`src/hdl/ccp_defs.svh`:
```
// Constants for the capture/compare/PWM channel
`ifndef CCP_DEFS_SVH
`define CCP_DEFS_SVH

`define CCP_CTRL_RST    8'h00
`define CCP_CTRL_WMASK  8'h9F
`define CCP_EN_BIT      7
`define CCP_OUT_BIT     5
`define CCP_FMT_BIT     4
`define CCP_VALUE_RST   16'h0000
`define CCP_DUTY_RST    10'h000

`define CCP_M_OFF       4'h0
`define CCP_M_TOG_CLR   4'h1
`define CCP_M_TOG       4'h2
`define CCP_M_CAP_ANY   4'h3
`define CCP_M_CAP_FALL  4'h4
`define CCP_M_CAP_RISE  4'h5
`define CCP_M_CAP_R4    4'h6
`define CCP_M_CAP_R16   4'h7
`define CCP_M_SET       4'h8
`define CCP_M_CLR       4'h9
`define CCP_M_PULSE     4'hA
`define CCP_M_PULSE_CLR 4'hB
`define CCP_M_PWM_LO    4'hC

`define CCP_PS4_LAST    4'h3
`define CCP_PS16_LAST   4'hF

`endif

```
`src/hdl/ccp_pkg.sv`:
```
// Types shared by the capture/compare/PWM channel
package ccp_pkg;
    typedef enum logic [1:0] {
        CCP_KIND_OFF,
        CCP_KIND_CAPT,
        CCP_KIND_CMP,
        CCP_KIND_PWM
    } ccp_kind_t;
endpackage

```
`src/hdl/ccp_edge_cnt.sv`:
```
// Capture edge detector with rising-edge prescaler
`timescale 1ns/1ps
`include "ccp_defs.svh"
module ccp_edge_cnt (
    input  wire logic       mclk_i,
    input  wire logic       rstn_i,
    input  wire logic       clr_i,
    input  wire logic       run_i,
    input  wire logic [3:0] mode_i,
    input  wire logic       in_i,
    output logic            hit_o
);
    logic       prev_reg;
    logic [3:0] cnt_reg;
    logic [3:0] cnt_next;
    logic       rise;
    logic       fall;
    logic       r4_mode;
    logic       r16_mode;
    logic       wrap;

    assign rise     = run_i & in_i & ~prev_reg;
    assign fall     = run_i & ~in_i & prev_reg;
    assign r4_mode  = (mode_i == `CCP_M_CAP_R4);
    assign r16_mode = (mode_i == `CCP_M_CAP_R16);
    assign wrap     = (r4_mode & cnt_reg == `CCP_PS4_LAST)
                    | (r16_mode & cnt_reg == `CCP_PS16_LAST);

    assign hit_o = ~clr_i & (
          ((mode_i == `CCP_M_CAP_ANY)  & (rise | fall))
        | ((mode_i == `CCP_M_CAP_FALL) & fall)
        | ((mode_i == `CCP_M_CAP_RISE) & rise)
        | ((r4_mode | r16_mode) & rise & wrap));           // RULE5

    // Prescaler count, cleared when not capturing
    assign cnt_next = clr_i ? 4'h0 :                       // RULE6
                      ((r4_mode | r16_mode) & rise) ? (wrap ? 4'h0 : cnt_reg + 4'h1) :
                      cnt_reg;

    always_ff @(posedge mclk_i or negedge rstn_i) begin
        if (!rstn_i) begin
            prev_reg <= 1'b0;
            cnt_reg  <= 4'h0;                              // RULE6
        end else begin
            prev_reg <= in_i;
            cnt_reg  <= cnt_next;                              // RULE7
        end
    end

    property p_prescale_clear;
        @(posedge mclk_i) disable iff (!rstn_i)
        clr_i |=> (cnt_reg == 4'h0);
    endproperty
    a_prescale_clear: assert property (p_prescale_clear)   // RULE6
        else $error("prescaler count not cleared");
endmodule

```
`src/hdl/ccp_unit.sv`:
```
// Capture/compare/PWM channel top level
// What this block does
// RULE1: Capture event copies timer count into value pair and sets flag; overwrites.
// RULE2: Mode field decodes off, five capture, six compare, four PWM codes.
// RULE3: Software keeps interrupt enable clear and clears flag after mode changes.
// RULE4: Capture timer must run from the instruction clock.
// RULE5: Four capture prescaler settings chosen by the mode field.
// RULE6: Prescaler counter cleared when off, not capturing, or in reset.
// RULE7: Prescaler switch keeps count; software writes zero control first.
// RULE8: Timer on instruction clock holds count in sleep, resumes after.
// RULE9: Capture keeps working in sleep with an external timer clock.
// RULE10: Compare value against timer each cycle; toggle, set, clear or flag.
// RULE11: Flag and ADC trigger set in the same cycle as pin action.
// RULE12: Writing zero control forces the output latch low.
// RULE13: Compare timer runs synchronously, never on undivided system clock.
// RULE14: Match removed before following edge cancels timer reset.
// RULE15: Compare needs running timer in sleep; enabled flag wakes device.
// RULE16: PWM mode makes a waveform with up to ten bits of duty.
// RULE17: Software clears pin direction control to drive PWM on the pin.
// RULE18: Software follows the given PWM setup order.
// RULE19: Software waits for period timer flag before enabling pin driver.
// RULE20: Each channel selects its own time base timer.
// RULE21: PWM time base timer counts the instruction clock.
// RULE22: PWM period comes from the period timer's period register only.
// RULE23: After period match: clear timer, set output unless duty zero, load duty.
// RULE24: Output cleared when ten-bit time base equals buffered duty.
// RULE25: Channel flag stays set until software clears it.
`timescale 1ns/1ps
`include "ccp_defs.svh"
module ccp_unit (
    input  wire logic        mclk_i,
    input  wire logic        rstn_i,
    input  wire logic        ctrl_wr_i,
    input  wire logic [7:0]  ctrl_wdata_i,
    input  wire logic        val_lo_wr_i,
    input  wire logic        val_hi_wr_i,
    input  wire logic [7:0]  val_wdata_i,
    input  wire logic        flag_clr_i,
    input  wire logic        chan_irq_enable_i,
    input  wire logic        adc_trig_sel_i,
    input  wire logic        timer_sel_i,
    input  wire logic [15:0] timer_a_i,
    input  wire logic [15:0] timer_b_i,
    input  wire logic        sleep_i,
    input  wire logic        ext_timer_clk_i,
    input  wire logic        capture_in_i,
    input  wire logic [7:0]  period_timer_count_i,
    input  wire logic [7:0]  period_value_reg_i,
    input  wire logic        period_tick_i,
    input  wire logic [1:0]  base_low_i,
    output logic [7:0]       chan_control_reg_o,
    output logic [15:0]      chan_value_o,
    output logic             chan_pin_o,
    output logic             chan_event_flag_o,
    output logic             wake_o,
    output logic             adc_trig_o,
    output logic             timer_rst_o,
    output logic             period_clr_o
);
    // ------------------------------------------------------------
    // Decode
    // ------------------------------------------------------------
    logic [7:0]          ctrl_reg;
    logic [15:0]         value_reg;
    logic [9:0]          duty_reg;
    logic                out_reg;
    logic                flag_reg;
    logic                match_prev_reg;
    logic                rst_pend_reg;
    logic                wake_reg;
    logic                adc_reg;
    logic                trst_reg;
    logic                pclr_reg;
    logic [7:0]          ctrl_next;
    logic [15:0]         value_next;
    logic [9:0]          duty_next;
    logic                out_next;
    logic                flag_next;
    logic [3:0]          mode;
    logic                en;
    ccp_pkg::ccp_kind_t  kind;
    logic [15:0]         timer_val;
    logic                run;
    logic                cap_hit;
    logic                match;
    logic                cmp_hit;
    logic                pwm_roll;
    logic                pwm_clr;
    logic [9:0]          duty_new;
    logic [9:0]          time_base;
    logic                zero_wr;
    logic                rst_mode;
    logic                event_any;

    assign mode     = ctrl_reg[3:0];
    assign en       = ctrl_reg[`CCP_EN_BIT];
    assign kind     = (!en || mode == `CCP_M_OFF)         ? ccp_pkg::CCP_KIND_OFF :   // RULE2
                      (mode >= `CCP_M_PWM_LO)             ? ccp_pkg::CCP_KIND_PWM :
                      (mode >= `CCP_M_CAP_ANY && mode <= `CCP_M_CAP_R16)
                                                          ? ccp_pkg::CCP_KIND_CAPT :
                                                            ccp_pkg::CCP_KIND_CMP;
    assign timer_val = timer_sel_i ? timer_b_i : timer_a_i;                          // RULE20
    assign run       = ~sleep_i | ext_timer_clk_i;                                   // RULE9
    assign zero_wr   = ctrl_wr_i & (ctrl_wdata_i == 8'h00);
    assign rst_mode  = (mode == `CCP_M_TOG_CLR) | (mode == `CCP_M_PULSE_CLR);

    // ------------------------------------------------------------
    // Capture
    // ------------------------------------------------------------
    ccp_edge_cnt u_edge (
        .mclk_i (mclk_i),
        .rstn_i (rstn_i),
        .clr_i  (kind != ccp_pkg::CCP_KIND_CAPT),                                    // RULE6
        .run_i  (run),                                                               // RULE8
        .mode_i (mode),
        .in_i   (capture_in_i),
        .hit_o  (cap_hit)
    );

    // ------------------------------------------------------------
    // Compare
    // ------------------------------------------------------------
    assign match   = (timer_val == value_reg);                                       // RULE10
    assign cmp_hit = (kind == ccp_pkg::CCP_KIND_CMP) & run & match & ~match_prev_reg; // RULE15

    // ------------------------------------------------------------
    // PWM
    // ------------------------------------------------------------
    assign pwm_roll  = (kind == ccp_pkg::CCP_KIND_PWM) & period_tick_i & ~sleep_i
                     & (period_timer_count_i == period_value_reg_i);                 // RULE22
    assign duty_new  = ctrl_reg[`CCP_FMT_BIT] ? {value_reg[15:8], value_reg[7:6]}
                                             : value_reg[9:0];
    assign time_base = {period_timer_count_i, base_low_i};
    assign pwm_clr   = (kind == ccp_pkg::CCP_KIND_PWM) & ~pwm_roll
                     & (time_base == duty_reg);                                      // RULE24
    assign event_any = cap_hit | cmp_hit | pwm_roll;

    // ------------------------------------------------------------
    // Next state
    // ------------------------------------------------------------
    assign ctrl_next = ctrl_wr_i ? (ctrl_wdata_i & `CCP_CTRL_WMASK) : ctrl_reg;
    assign duty_next = pwm_roll ? duty_new : duty_reg;                               // RULE23

    always_comb begin
        value_next = value_reg;
        if (val_lo_wr_i) begin
            value_next[7:0] = val_wdata_i;
        end
        if (val_hi_wr_i) begin
            value_next[15:8] = val_wdata_i;
        end
        if (cap_hit) begin
            value_next = timer_val;                                                  // RULE1
        end
    end

    always_comb begin
        out_next = out_reg;
        unique case (kind)
            ccp_pkg::CCP_KIND_OFF: begin
                out_next = 1'b0;
            end
            ccp_pkg::CCP_KIND_CAPT: begin
                out_next = out_reg;
            end
            ccp_pkg::CCP_KIND_CMP: begin
                if (mode == `CCP_M_PULSE || mode == `CCP_M_PULSE_CLR) begin
                    out_next = cmp_hit;
                end else if (cmp_hit) begin
                    if (mode == `CCP_M_SET) begin
                        out_next = 1'b1;                                             // RULE10
                    end else if (mode == `CCP_M_CLR) begin
                        out_next = 1'b0;
                    end else begin
                        out_next = ~out_reg;
                    end
                end
            end
            ccp_pkg::CCP_KIND_PWM: begin
                if (pwm_roll) begin
                    out_next = (duty_new != 10'h000);                                // RULE23
                end else if (pwm_clr) begin
                    out_next = 1'b0;                                                 // RULE24
                end
            end
        endcase
        if (zero_wr) begin
            out_next = 1'b0;                                                         // RULE12
        end
    end

    // Set wins over a software clear in the same cycle
    assign flag_next = event_any | (flag_reg & ~flag_clr_i);                         // RULE25

    // ------------------------------------------------------------
    // Registers
    // ------------------------------------------------------------
    always_ff @(posedge mclk_i or negedge rstn_i) begin
        if (!rstn_i) begin
            ctrl_reg       <= `CCP_CTRL_RST;
            value_reg      <= `CCP_VALUE_RST;
            duty_reg       <= `CCP_DUTY_RST;
            out_reg        <= 1'b0;
            flag_reg       <= 1'b0;
            match_prev_reg <= 1'b0;
            rst_pend_reg   <= 1'b0;
        end else begin
            ctrl_reg       <= ctrl_next;
            value_reg      <= value_next;
            duty_reg       <= duty_next;
            out_reg        <= out_next;
            flag_reg       <= flag_next;                                             // RULE11
            match_prev_reg <= match;
            rst_pend_reg   <= cmp_hit & rst_mode;
        end
    end

    always_ff @(posedge mclk_i or negedge rstn_i) begin
        if (!rstn_i) begin
            wake_reg <= 1'b0;
            adc_reg  <= 1'b0;
            trst_reg <= 1'b0;
            pclr_reg <= 1'b0;
        end else begin
            wake_reg <= flag_next & chan_irq_enable_i;                               // RULE15
            adc_reg  <= event_any & adc_trig_sel_i;                                  // RULE11
            trst_reg <= rst_pend_reg & match & (kind == ccp_pkg::CCP_KIND_CMP);      // RULE14
            pclr_reg <= pwm_roll;                                                    // RULE23
        end
    end

    assign chan_control_reg_o = {ctrl_reg[7:6], out_reg, ctrl_reg[4:0]};
    assign chan_value_o       = value_reg;
    assign chan_pin_o         = out_reg;                                             // RULE16
    assign chan_event_flag_o  = flag_reg;
    assign wake_o             = wake_reg;
    assign adc_trig_o         = adc_reg;
    assign timer_rst_o        = trst_reg;
    assign period_clr_o       = pclr_reg;

    // ------------------------------------------------------------
    // Checks
    // ------------------------------------------------------------
    property p_capture_copy;
        @(posedge mclk_i) disable iff (!rstn_i)
        cap_hit |=> (chan_value_o == $past(timer_val)) && chan_event_flag_o;
    endproperty
    a_capture_copy: assert property (p_capture_copy)                                  // RULE1
        else $error("capture did not copy timer or set flag");

    property p_off_low;
        @(posedge mclk_i) disable iff (!rstn_i)
        (kind == ccp_pkg::CCP_KIND_OFF) |=> !chan_pin_o;
    endproperty
    a_off_low: assert property (p_off_low)                                            // RULE2
        else $error("output high while channel off");

    property p_set_on_match;
        @(posedge mclk_i) disable iff (!rstn_i)
        (cmp_hit && mode == `CCP_M_SET && !zero_wr) |=> chan_pin_o;
    endproperty
    a_set_on_match: assert property (p_set_on_match)                                  // RULE10
        else $error("set-on-match did not set output");

    property p_toggle;
        @(posedge mclk_i) disable iff (!rstn_i)
        (cmp_hit && mode == `CCP_M_TOG && !zero_wr) |=> (chan_pin_o != $past(chan_pin_o));
    endproperty
    a_toggle: assert property (p_toggle)                                              // RULE10
        else $error("toggle-on-match did not toggle");

    property p_flag_adc_together;
        @(posedge mclk_i) disable iff (!rstn_i)
        (cmp_hit && adc_trig_sel_i) |=> chan_event_flag_o && adc_trig_o;
    endproperty
    a_flag_adc_together: assert property (p_flag_adc_together)                        // RULE11
        else $error("flag and trigger not raised together");

    property p_zero_write;
        @(posedge mclk_i) disable iff (!rstn_i)
        zero_wr |=> !chan_pin_o && (chan_control_reg_o == 8'h00);
    endproperty
    a_zero_write: assert property (p_zero_write)                                      // RULE12
        else $error("zero control write left output high");

    property p_reset_cancel;
        @(posedge mclk_i) disable iff (!rstn_i)
        (cmp_hit && rst_mode) ##1 !match |=> !timer_rst_o;
    endproperty
    a_reset_cancel: assert property (p_reset_cancel)                                  // RULE14
        else $error("timer reset issued after match removed");

    property p_pwm_roll;
        @(posedge mclk_i) disable iff (!rstn_i)
        (pwm_roll && !zero_wr) |=> period_clr_o && (duty_reg == $past(duty_new))
                                  && (chan_pin_o == ($past(duty_new) != 10'h000));
    endproperty
    a_pwm_roll: assert property (p_pwm_roll)                                          // RULE23
        else $error("period rollover actions wrong");

    property p_pwm_clear;
        @(posedge mclk_i) disable iff (!rstn_i)
        pwm_clr |=> !chan_pin_o;
    endproperty
    a_pwm_clear: assert property (p_pwm_clear)                                        // RULE24
        else $error("duty match did not clear output");

    property p_flag_sticky;
        @(posedge mclk_i) disable iff (!rstn_i)
        (chan_event_flag_o && !flag_clr_i) |=> chan_event_flag_o;
    endproperty
    a_flag_sticky: assert property (p_flag_sticky)                                    // RULE25
        else $error("flag cleared without software");

    property p_wake;
        @(posedge mclk_i) disable iff (!rstn_i)
        (cmp_hit && chan_irq_enable_i) |=> wake_o;
    endproperty
    a_wake: assert property (p_wake)                                                  // RULE15
        else $error("enabled flag did not wake");

    property p_cov_capture;
        @(posedge mclk_i) disable iff (!rstn_i)
        (mode == `CCP_M_CAP_R16) && cap_hit;
    endproperty
    c_cov_capture: cover property (p_cov_capture);

    property p_cov_reset;
        @(posedge mclk_i) disable iff (!rstn_i)
        timer_rst_o;
    endproperty
    c_cov_reset: cover property (p_cov_reset);

    property p_cov_pwm;
        @(posedge mclk_i) disable iff (!rstn_i)
        pwm_roll ##[1:1000] pwm_clr;
    endproperty
    c_cov_pwm: cover property (p_cov_pwm);
endmodule

```
`config.mk`:
```
export PLATFORM = sky130hd
export DESIGN_NAME = ccp_unit
export DESIGN_NICKNAME = d
export VERILOG_FILES = /design/src/hdl/ccp_pkg.sv /design/src/hdl/ccp_edge_cnt.sv /design/src/hdl/ccp_unit.sv
export VERILOG_INCLUDE_DIRS = /design/src /design/src/hdl
export SDC_FILE = /design/constraint.sdc
export NUM_CORES = 1
export LEC_CHECK = 0
export BUFFER_PORTS_ARGS = -buffer_cell sky130_fd_sc_hd__buf_4
export CAP_MARGIN = 0
export CORE_ASPECT_RATIO = 1.75
export CORE_MARGIN = 4
export CORE_UTILIZATION = 53
export CTS_CLUSTER_SIZE = 20
export DETAILED_ROUTE_END_ITERATION = 8
export HOLD_SLACK_MARGIN = 0.05
export MAX_ROUTING_LAYER = met4
export PLACE_DENSITY = 0.82
export SLEW_MARGIN = 20
export SYNTH_ARGS = -nofsm -noshare
export SYNTH_HDL_FRONTEND = slang
export SYNTH_SLANG_ARGS = --single-unit
```
`constraint.sdc`:
```
create_clock -name mclk_i -period 3 [get_ports mclk_i]
set_input_delay 0.15 -clock mclk_i [delete_from_list [all_inputs] [get_ports mclk_i]]
set_output_delay 0.15 -clock mclk_i [all_outputs]
set_load 0.1 [all_outputs]
```
## Word level (Yosys, flattened, before mapping)

Cells that the tools add are included.

- Bits in writable memories: 0
- Bits of input ports: 79
- Memories: 0
- Output and inout port bits: 30
- Memory bits (read-only): 0
- Latch bits: 0
- Register bits: 45

- Reductions and logical operators: 12
- $lt $le $gt $ge: 3
- Divide/modulo/power cells: 0
- Bitwise gates (word level): 46
- Equal/unequal tests: 22
- Multiplexer cells: 19
- Add/sub/neg operators: 1
- Multiply operators: 0
- Shifts and indexed selects: 0

Operators with widths:

| cell | count |
|---|---|
| 16-bit two-way mux | 2 |
| 1-bit bitwise AND | 27 |
| 4-bit equality test, second input constant | 5 |
| 16-bit equality test | 1 |
| 4-bit by 3-bit equality test with 1-bit output, second input constant | 4 |
| 8-bit two-way mux | 2 |
| 4-bit two-way mux | 3 |
| 1-bit OR | 11 |
| 10-bit equality test | 1 |
| 10-bit two-way mux | 1 |
| 10-bit nonzero test | 1 |
| 4-bit by 2-bit equality test with 1-bit output, second input constant | 2 |
| 8-bit equality test | 1 |
| 8-bit zero test | 1 |
| 1-bit inverter | 8 |
| 1-bit two-way mux | 7 |
| 2-bit two-way mux | 3 |
| 2-bit nonzero test | 3 |
| 4-bit by 1-bit adder with 4-bit output, second input constant | 1 |
| 2-bit equality test, second input constant | 2 |
| 4-bit by 1-bit equality test with 1-bit output, second input constant | 1 |
| 4-bit by 2-bit >= comparator with 1-bit output, second input constant | 1 |
| 4-bit >= comparator, second input constant | 1 |
| 4-bit by 3-bit less-or-equal comparator with 1-bit output, second input constant | 1 |
| 12 further kinds | 13 |

## Depth between registers and ports, before layout

- Depth in word-level cells: 16
- Mapped depth: 9
- Depth with buffers taken out: 8

## Modules after synthesis

A second synthesis with hierarchy kept.

- Cell total of the unflattened synthesis: 279
- Area total of the unflattened synthesis: 2910.3 um^2

By module, submodules not included:

| module | area an instance (um^2) | sequential area each (um^2) | times used | cells each |
|---|---|---|---|---|
| ccp_unit | 2532.4 | 1001.0 | 1 | 237 |
| ccp_edge_cnt | 377.9 | 125.1 | 1 | 42 |

## Least setup slack after synthesis

No wires, ideal clock.

- Path kind: reg2reg
- Start: register ctrl_reg[1]
- End: register value_reg[3], in the netlist chan_value_o[3]
- Slack: 0.359 ns
- Cell stages (with the launch flop): 9
- Clock period less this slack: 2.641 ns
- Buffers on the path: 2
- Required time: 2.923 ns
- Arrival time: 2.563 ns
- Cell sequence: dfrtp_1 > buf_2 > inv_1 > or4_1 > o32a_1 > nor2_4 > buf_2 > a211oi_1 > a21oi_1

- Cells in the longest elaborated chain, start to end: 9
- Elaborated cells between the ends (all ways): 31

Ends and longest elaborated chain:

| what | line | source |
|---|---|---|
| from (decl) | ccp_unit.sv:63 | `logic [7:0] ctrl_reg;` |
| from (signal assigned) | ccp_unit.sv:200 | `` ctrl_reg <= `CCP_CTRL_RST; `` |
| from (signal assigned) | ccp_unit.sv:208 | `ctrl_reg <= ctrl_next;` |
| 4-bit by 2-bit >= comparator with 1-bit output (no source line) / 4-bit by 3-bit less-or-equal comparator with 1-bit output (equally long branches) | n/a |  |
| 1-bit logical AND (no source line) | n/a |  |
| 2-bit two-way mux | ccp_unit.sv:99 | `` (mode >= `CCP_M_CAP_ANY && mode <= `CCP_M_CAP_R16) `` |
| 2-bit two-way mux | ccp_unit.sv:98 | `` (mode >= `CCP_M_PWM_LO) ? ccp_pkg::CCP_KIND_PWM : `` |
| 2-bit two-way mux | ccp_unit.sv:97 | `` assign kind = (!en \|\| mode == `CCP_M_OFF) ? ccp_pkg::CCP_KIND_OFF : `` |
| 2-bit by 1-bit != test with 1-bit output | ccp_unit.sv:113 | `.clr_i (kind != ccp_pkg::CCP_KIND_CAPT),` |
| 1-bit inverter | ccp_edge_cnt.sv:29 | `assign hit_o = ~clr_i & (` |
| 1-bit bitwise AND * | ccp_edge_cnt.sv:29 |  |
| 16-bit two-way mux / 2-bit nonzero test (equally long branches) | n/a |  |
| to (signal assigned) | ccp_unit.sv:201 | `` value_reg <= `CCP_VALUE_RST; `` |
| to (signal assigned) | ccp_unit.sv:209 | `value_reg <= value_next;` |
| to (decl) | ccp_unit.sv:64 | `logic [15:0] value_reg;` |

Every way passes the cells marked *; elsewhere a longest branch is shown, timed or not.
A chain may end at the register's enable or synchronous reset.

## Worst setup path after layout

- Start: register ctrl_reg[1]
- End: register value_reg[13], in the netlist chan_value_o[13]

Same word-level chain as after synthesis.

==> results.rst <==
.. list-table::
   :header-rows: 1

   * - Metric
     - Value
   * - Setup repair after global routing missed its margin
     - no
   * - Cells after DPL
     - 442
   * - Total routing resource utilization after global routing
     - 25.0%
   * - Area fraction of the dominant cell type after synthesis
     - 39.3%
   * - Sum of routed wire length over all layers
     - 7930 um
   * - Timing-limited maximum frequency
     - 415 MHz
   * - Run status
     - complete, no violations
   * - Count of different cell masters after synthesis
     - 49
   * - Number of nets still failing antenna checks after routing
     - 0
   * - Total Nets Final
     - 476
   * - CP Capture Type
     - register
   * - Fin crit period
     - 2410 ps
   * - Register clock-pin slew on the reported worst setup and hold paths
     - 90 ps
   * - CTS tree
     - built
   * - DRC violation count after routing
     - 0
   * - Antenna cells
     - 0
   * - Routed via count
     - 2710
   * - Worst-Skew Late Latency
     - 300 ps
   * - Layout overhead on the synthesized area
     - 31.7%
   * - Synth Warn #
     - 0
   * - Largest register FFs
     - 16
   * - Initial Utilization
     - 54.5%
   * - Yosys reg bits
     - 45
   * - Clock skew after layout
     - 8.11 ps
   * - # Max-Cap Violations
     - 0
   * - Largest area contributor in the synthesized netlist
     - sky130_fd_sc_hd__dfrtp_1
   * - Port buffer count
     - 107
   * - Routed len/inst
     - 17.5 um
   * - Startpoint kind of the worst setup timing path
     - register
   * - Number of optimization iterations in the first detailed-route pass
     - 4
   * - Required time worst endpoint
     - 3220 ps
   * - Clk Tree Root Cell
     - sky130_fd_sc_hd__clkbuf_8
   * - Fraction of final layout cells with drive strength greater than 1
     - 33.2%
   * - TritonCTS sink count
     - 45
   * - Most common cell after layout, fill and taps aside
     - sky130_fd_sc_hd__buf_4
   * - Netlist area before placement
     - 2870 sq um
   * - Leftover overflow at the end of global routing
     - 0
   * - Mean Syn Cell Area
     - 9.61 sq um
   * - Final Setup Violations
     - 0
   * - DPL Wire Length
     - 6220 um
   * - Post-DP Area
     - 3640 sq um
   * - I/O pin count
     - 109
   * - Area contributors post-synth
     - sky130_fd_sc_hd__dfrtp_1, sky130_fd_sc_hd__xnor2_1, sky130_fd_sc_hd__mux2i_1
   * - Power per cell area
     - 501 nW/um^2
   * - Total count of max-transition violations in the final report
     - 0
   * - Routed vias/inst
     - 6.00
   * - Global-route wire length before repair
     - 12900 um
   * - Type of the worst setup path
     - register to register
   * - Clock H-tree levels
     - 2
   * - Crit-path max FO
     - 19
   * - Area of the die
     - 6690 sq um
   * - Final weighted congestion in routability-driven placement
     - 0.915
   * - Final Hold Viols
     - 0
   * - Worst IR drop on VDD
     - 406 uV
   * - Most frequent cells in the layout
     - sky130_fd_sc_hd__buf_4, sky130_fd_sc_hd__dfrtp_1, sky130_fd_sc_hd__xnor2_1, sky130_fd_sc_hd__mux2i_1, sky130_fd_sc_hd__a21oi_1
   * - Number of rows created at floorplan
     - 35
   * - Share of synthesized area occupied by flip-flops and latches
     - 39.3%
   * - Initial antenna violation count
     - 0
   * - Maximum clock insertion buffer count
     - 2
   * - Drt first-iter violations
     - 157
   * - Final standard cell area without fillers
     - 3770 sq um
   * - Count of mapped cells out of synthesis
     - 298
   * - Ratio of final minimum period to clock period
     - 80.4%
   * - Slew at the pin closest to its max-slew limit
     - 751 ps
   * - Type of the most critical hold path
     - primary input to register
   * - Placeable Area
     - 5260 sq um
   * - TNS Setup
     - 0 ps
   * - Post-synthesis net count
     - 378
   * - Resized cells post-CTS
     - 0
   * - Number of buffers added by the clock tree synthesis step
     - 5
   * - P_leak
     - 0.00171 uW
   * - Critical path data arrival time
     - 2630 ps
   * - Maximum number of pins on one net before global-route repair
     - 46
   * - Die width
     - 63.6 um
   * - PnR Total Power
     - 1890 uW
   * - Final cell count without fillers
     - 452
   * - Relative max-transition margin
     - 49.9%
   * - Vias in the first global route
     - 2798
   * - Vertical extent of the die
     - 105 um
==> routing by layer <==
layer | vias to the layer above | global-route usage [%] | routed length [um]
li1 | 1267 | - | -
met4 | 0 | 13.0 | 359
met3 | 30 | 3.62 | 353
met2 | 96 | 46.3 | 4550
met1 | 1317 | 24.5 | 2670
met5 | - | - | 0
==> where the power goes <==
group          internal [uW]  switching (uW)  total [uW]
registers                641            72.4         714
clock network            272             207         478
logic                    235             465         700
total                   1150             744        1890
==> cells by family after synthesis <==
family,count (synthesis),synth area share [%]
AND/OR/NAND/NOR,92,18.8
adder cells (fa/ha/maj),1,0.437
XOR/XNOR,37,11.3
multiplexers,30,10.9
flip-flops,45,39.3
buffers and inverters,24,4.37
AO/OA/AOI/OAI,68,14.7
other,1,0.131
==> metrics by stage <==
step	setup WS [ps]	utilization [%]	hold WS, ps
after floorplan	359	-	-146
after global placement	784	69.2	186
after detailed placement	684	69.2	188
after CTS	612	71.8	57.9
after global routing	372	71.8	69.6
final	589	71.8	59.5
==> critical path, stage by stage, from the launching register on <==
cell,delay [ps]
sky130_fd_sc_hd__dfrtp_1,510
sky130_fd_sc_hd__inv_1,170
sky130_fd_sc_hd__or4_1,600
sky130_fd_sc_hd__o32a_1,250
sky130_fd_sc_hd__nor2_4,290
sky130_fd_sc_hd__buf_4,290
sky130_fd_sc_hd__a211oi_1,80
sky130_fd_sc_hd__a21oi_1,130
==> synth_stat cells (all sizes together) <==
master   n
or2      1
conb     1
and3     1
and4b    1
a21bo    1
nor2    10
nand3    6
o211ai   1
mux2     4
o31ai    1
nor3    12
a31oi    4
a211oi  17
dfrtp   45
nor2b   17
inv      5
nand3b   3
xnor2   34
o21ai   14
nand2b   3
a21boi   1
nand4    5
o21a     1
ha       1
nor4     9
nand4b   1
mux2i   26
o32a     1
or4      3
and4     1
a21oi   25
or3b     1
o22ai    1
a311oi   1
clkbuf  10
xor2     3
nand2   18
buf      9
==> area by class of cell <==
cell class              instances  area, sq um
repair buffers                110          831
clock buffers                   7         86.3
inverters                       5         18.8
clock inverters                 1         30.0
fillers                       420         1480
flip-flops and latches         45         1130
multi-input cells             229         1610
well taps                      55         68.8
==> worst paths after layout <==
kind	start	to	slack, ps	depth (start not counted)
worst max-delay path	ctrl_reg[1]$_DFFE_PN0P_	chan_value_o[13]$_DFFE_PN0P_	590	7
worst min-delay path	chan_irq_enable_i	wake_o$_DFF_PN0_	60	3
worst max register to register	ctrl_reg[1]$_DFFE_PN0P_	chan_value_o[13]$_DFFE_PN0P_	590	7
worst min register to register	rst_pend_reg$_DFF_PN0_	timer_rst_o$_DFF_PN0_	490	2
max in group asynchronous	rstn_i	wake_o$_DFF_PN0_	2220	2
min in group asynchronous	rstn_i	period_clr_o$_DFF_PN0_	380	2
==> repair_timing <==
item | 4_1_cts | 5_1_grt
hold buffers | 2 | 0
endpoints found under the setup margin | 0 | 0
endpoints found under the hold margin | 46 | 0
buffers inserted | 0 | 0
Power figures use the tool's default switching activity.
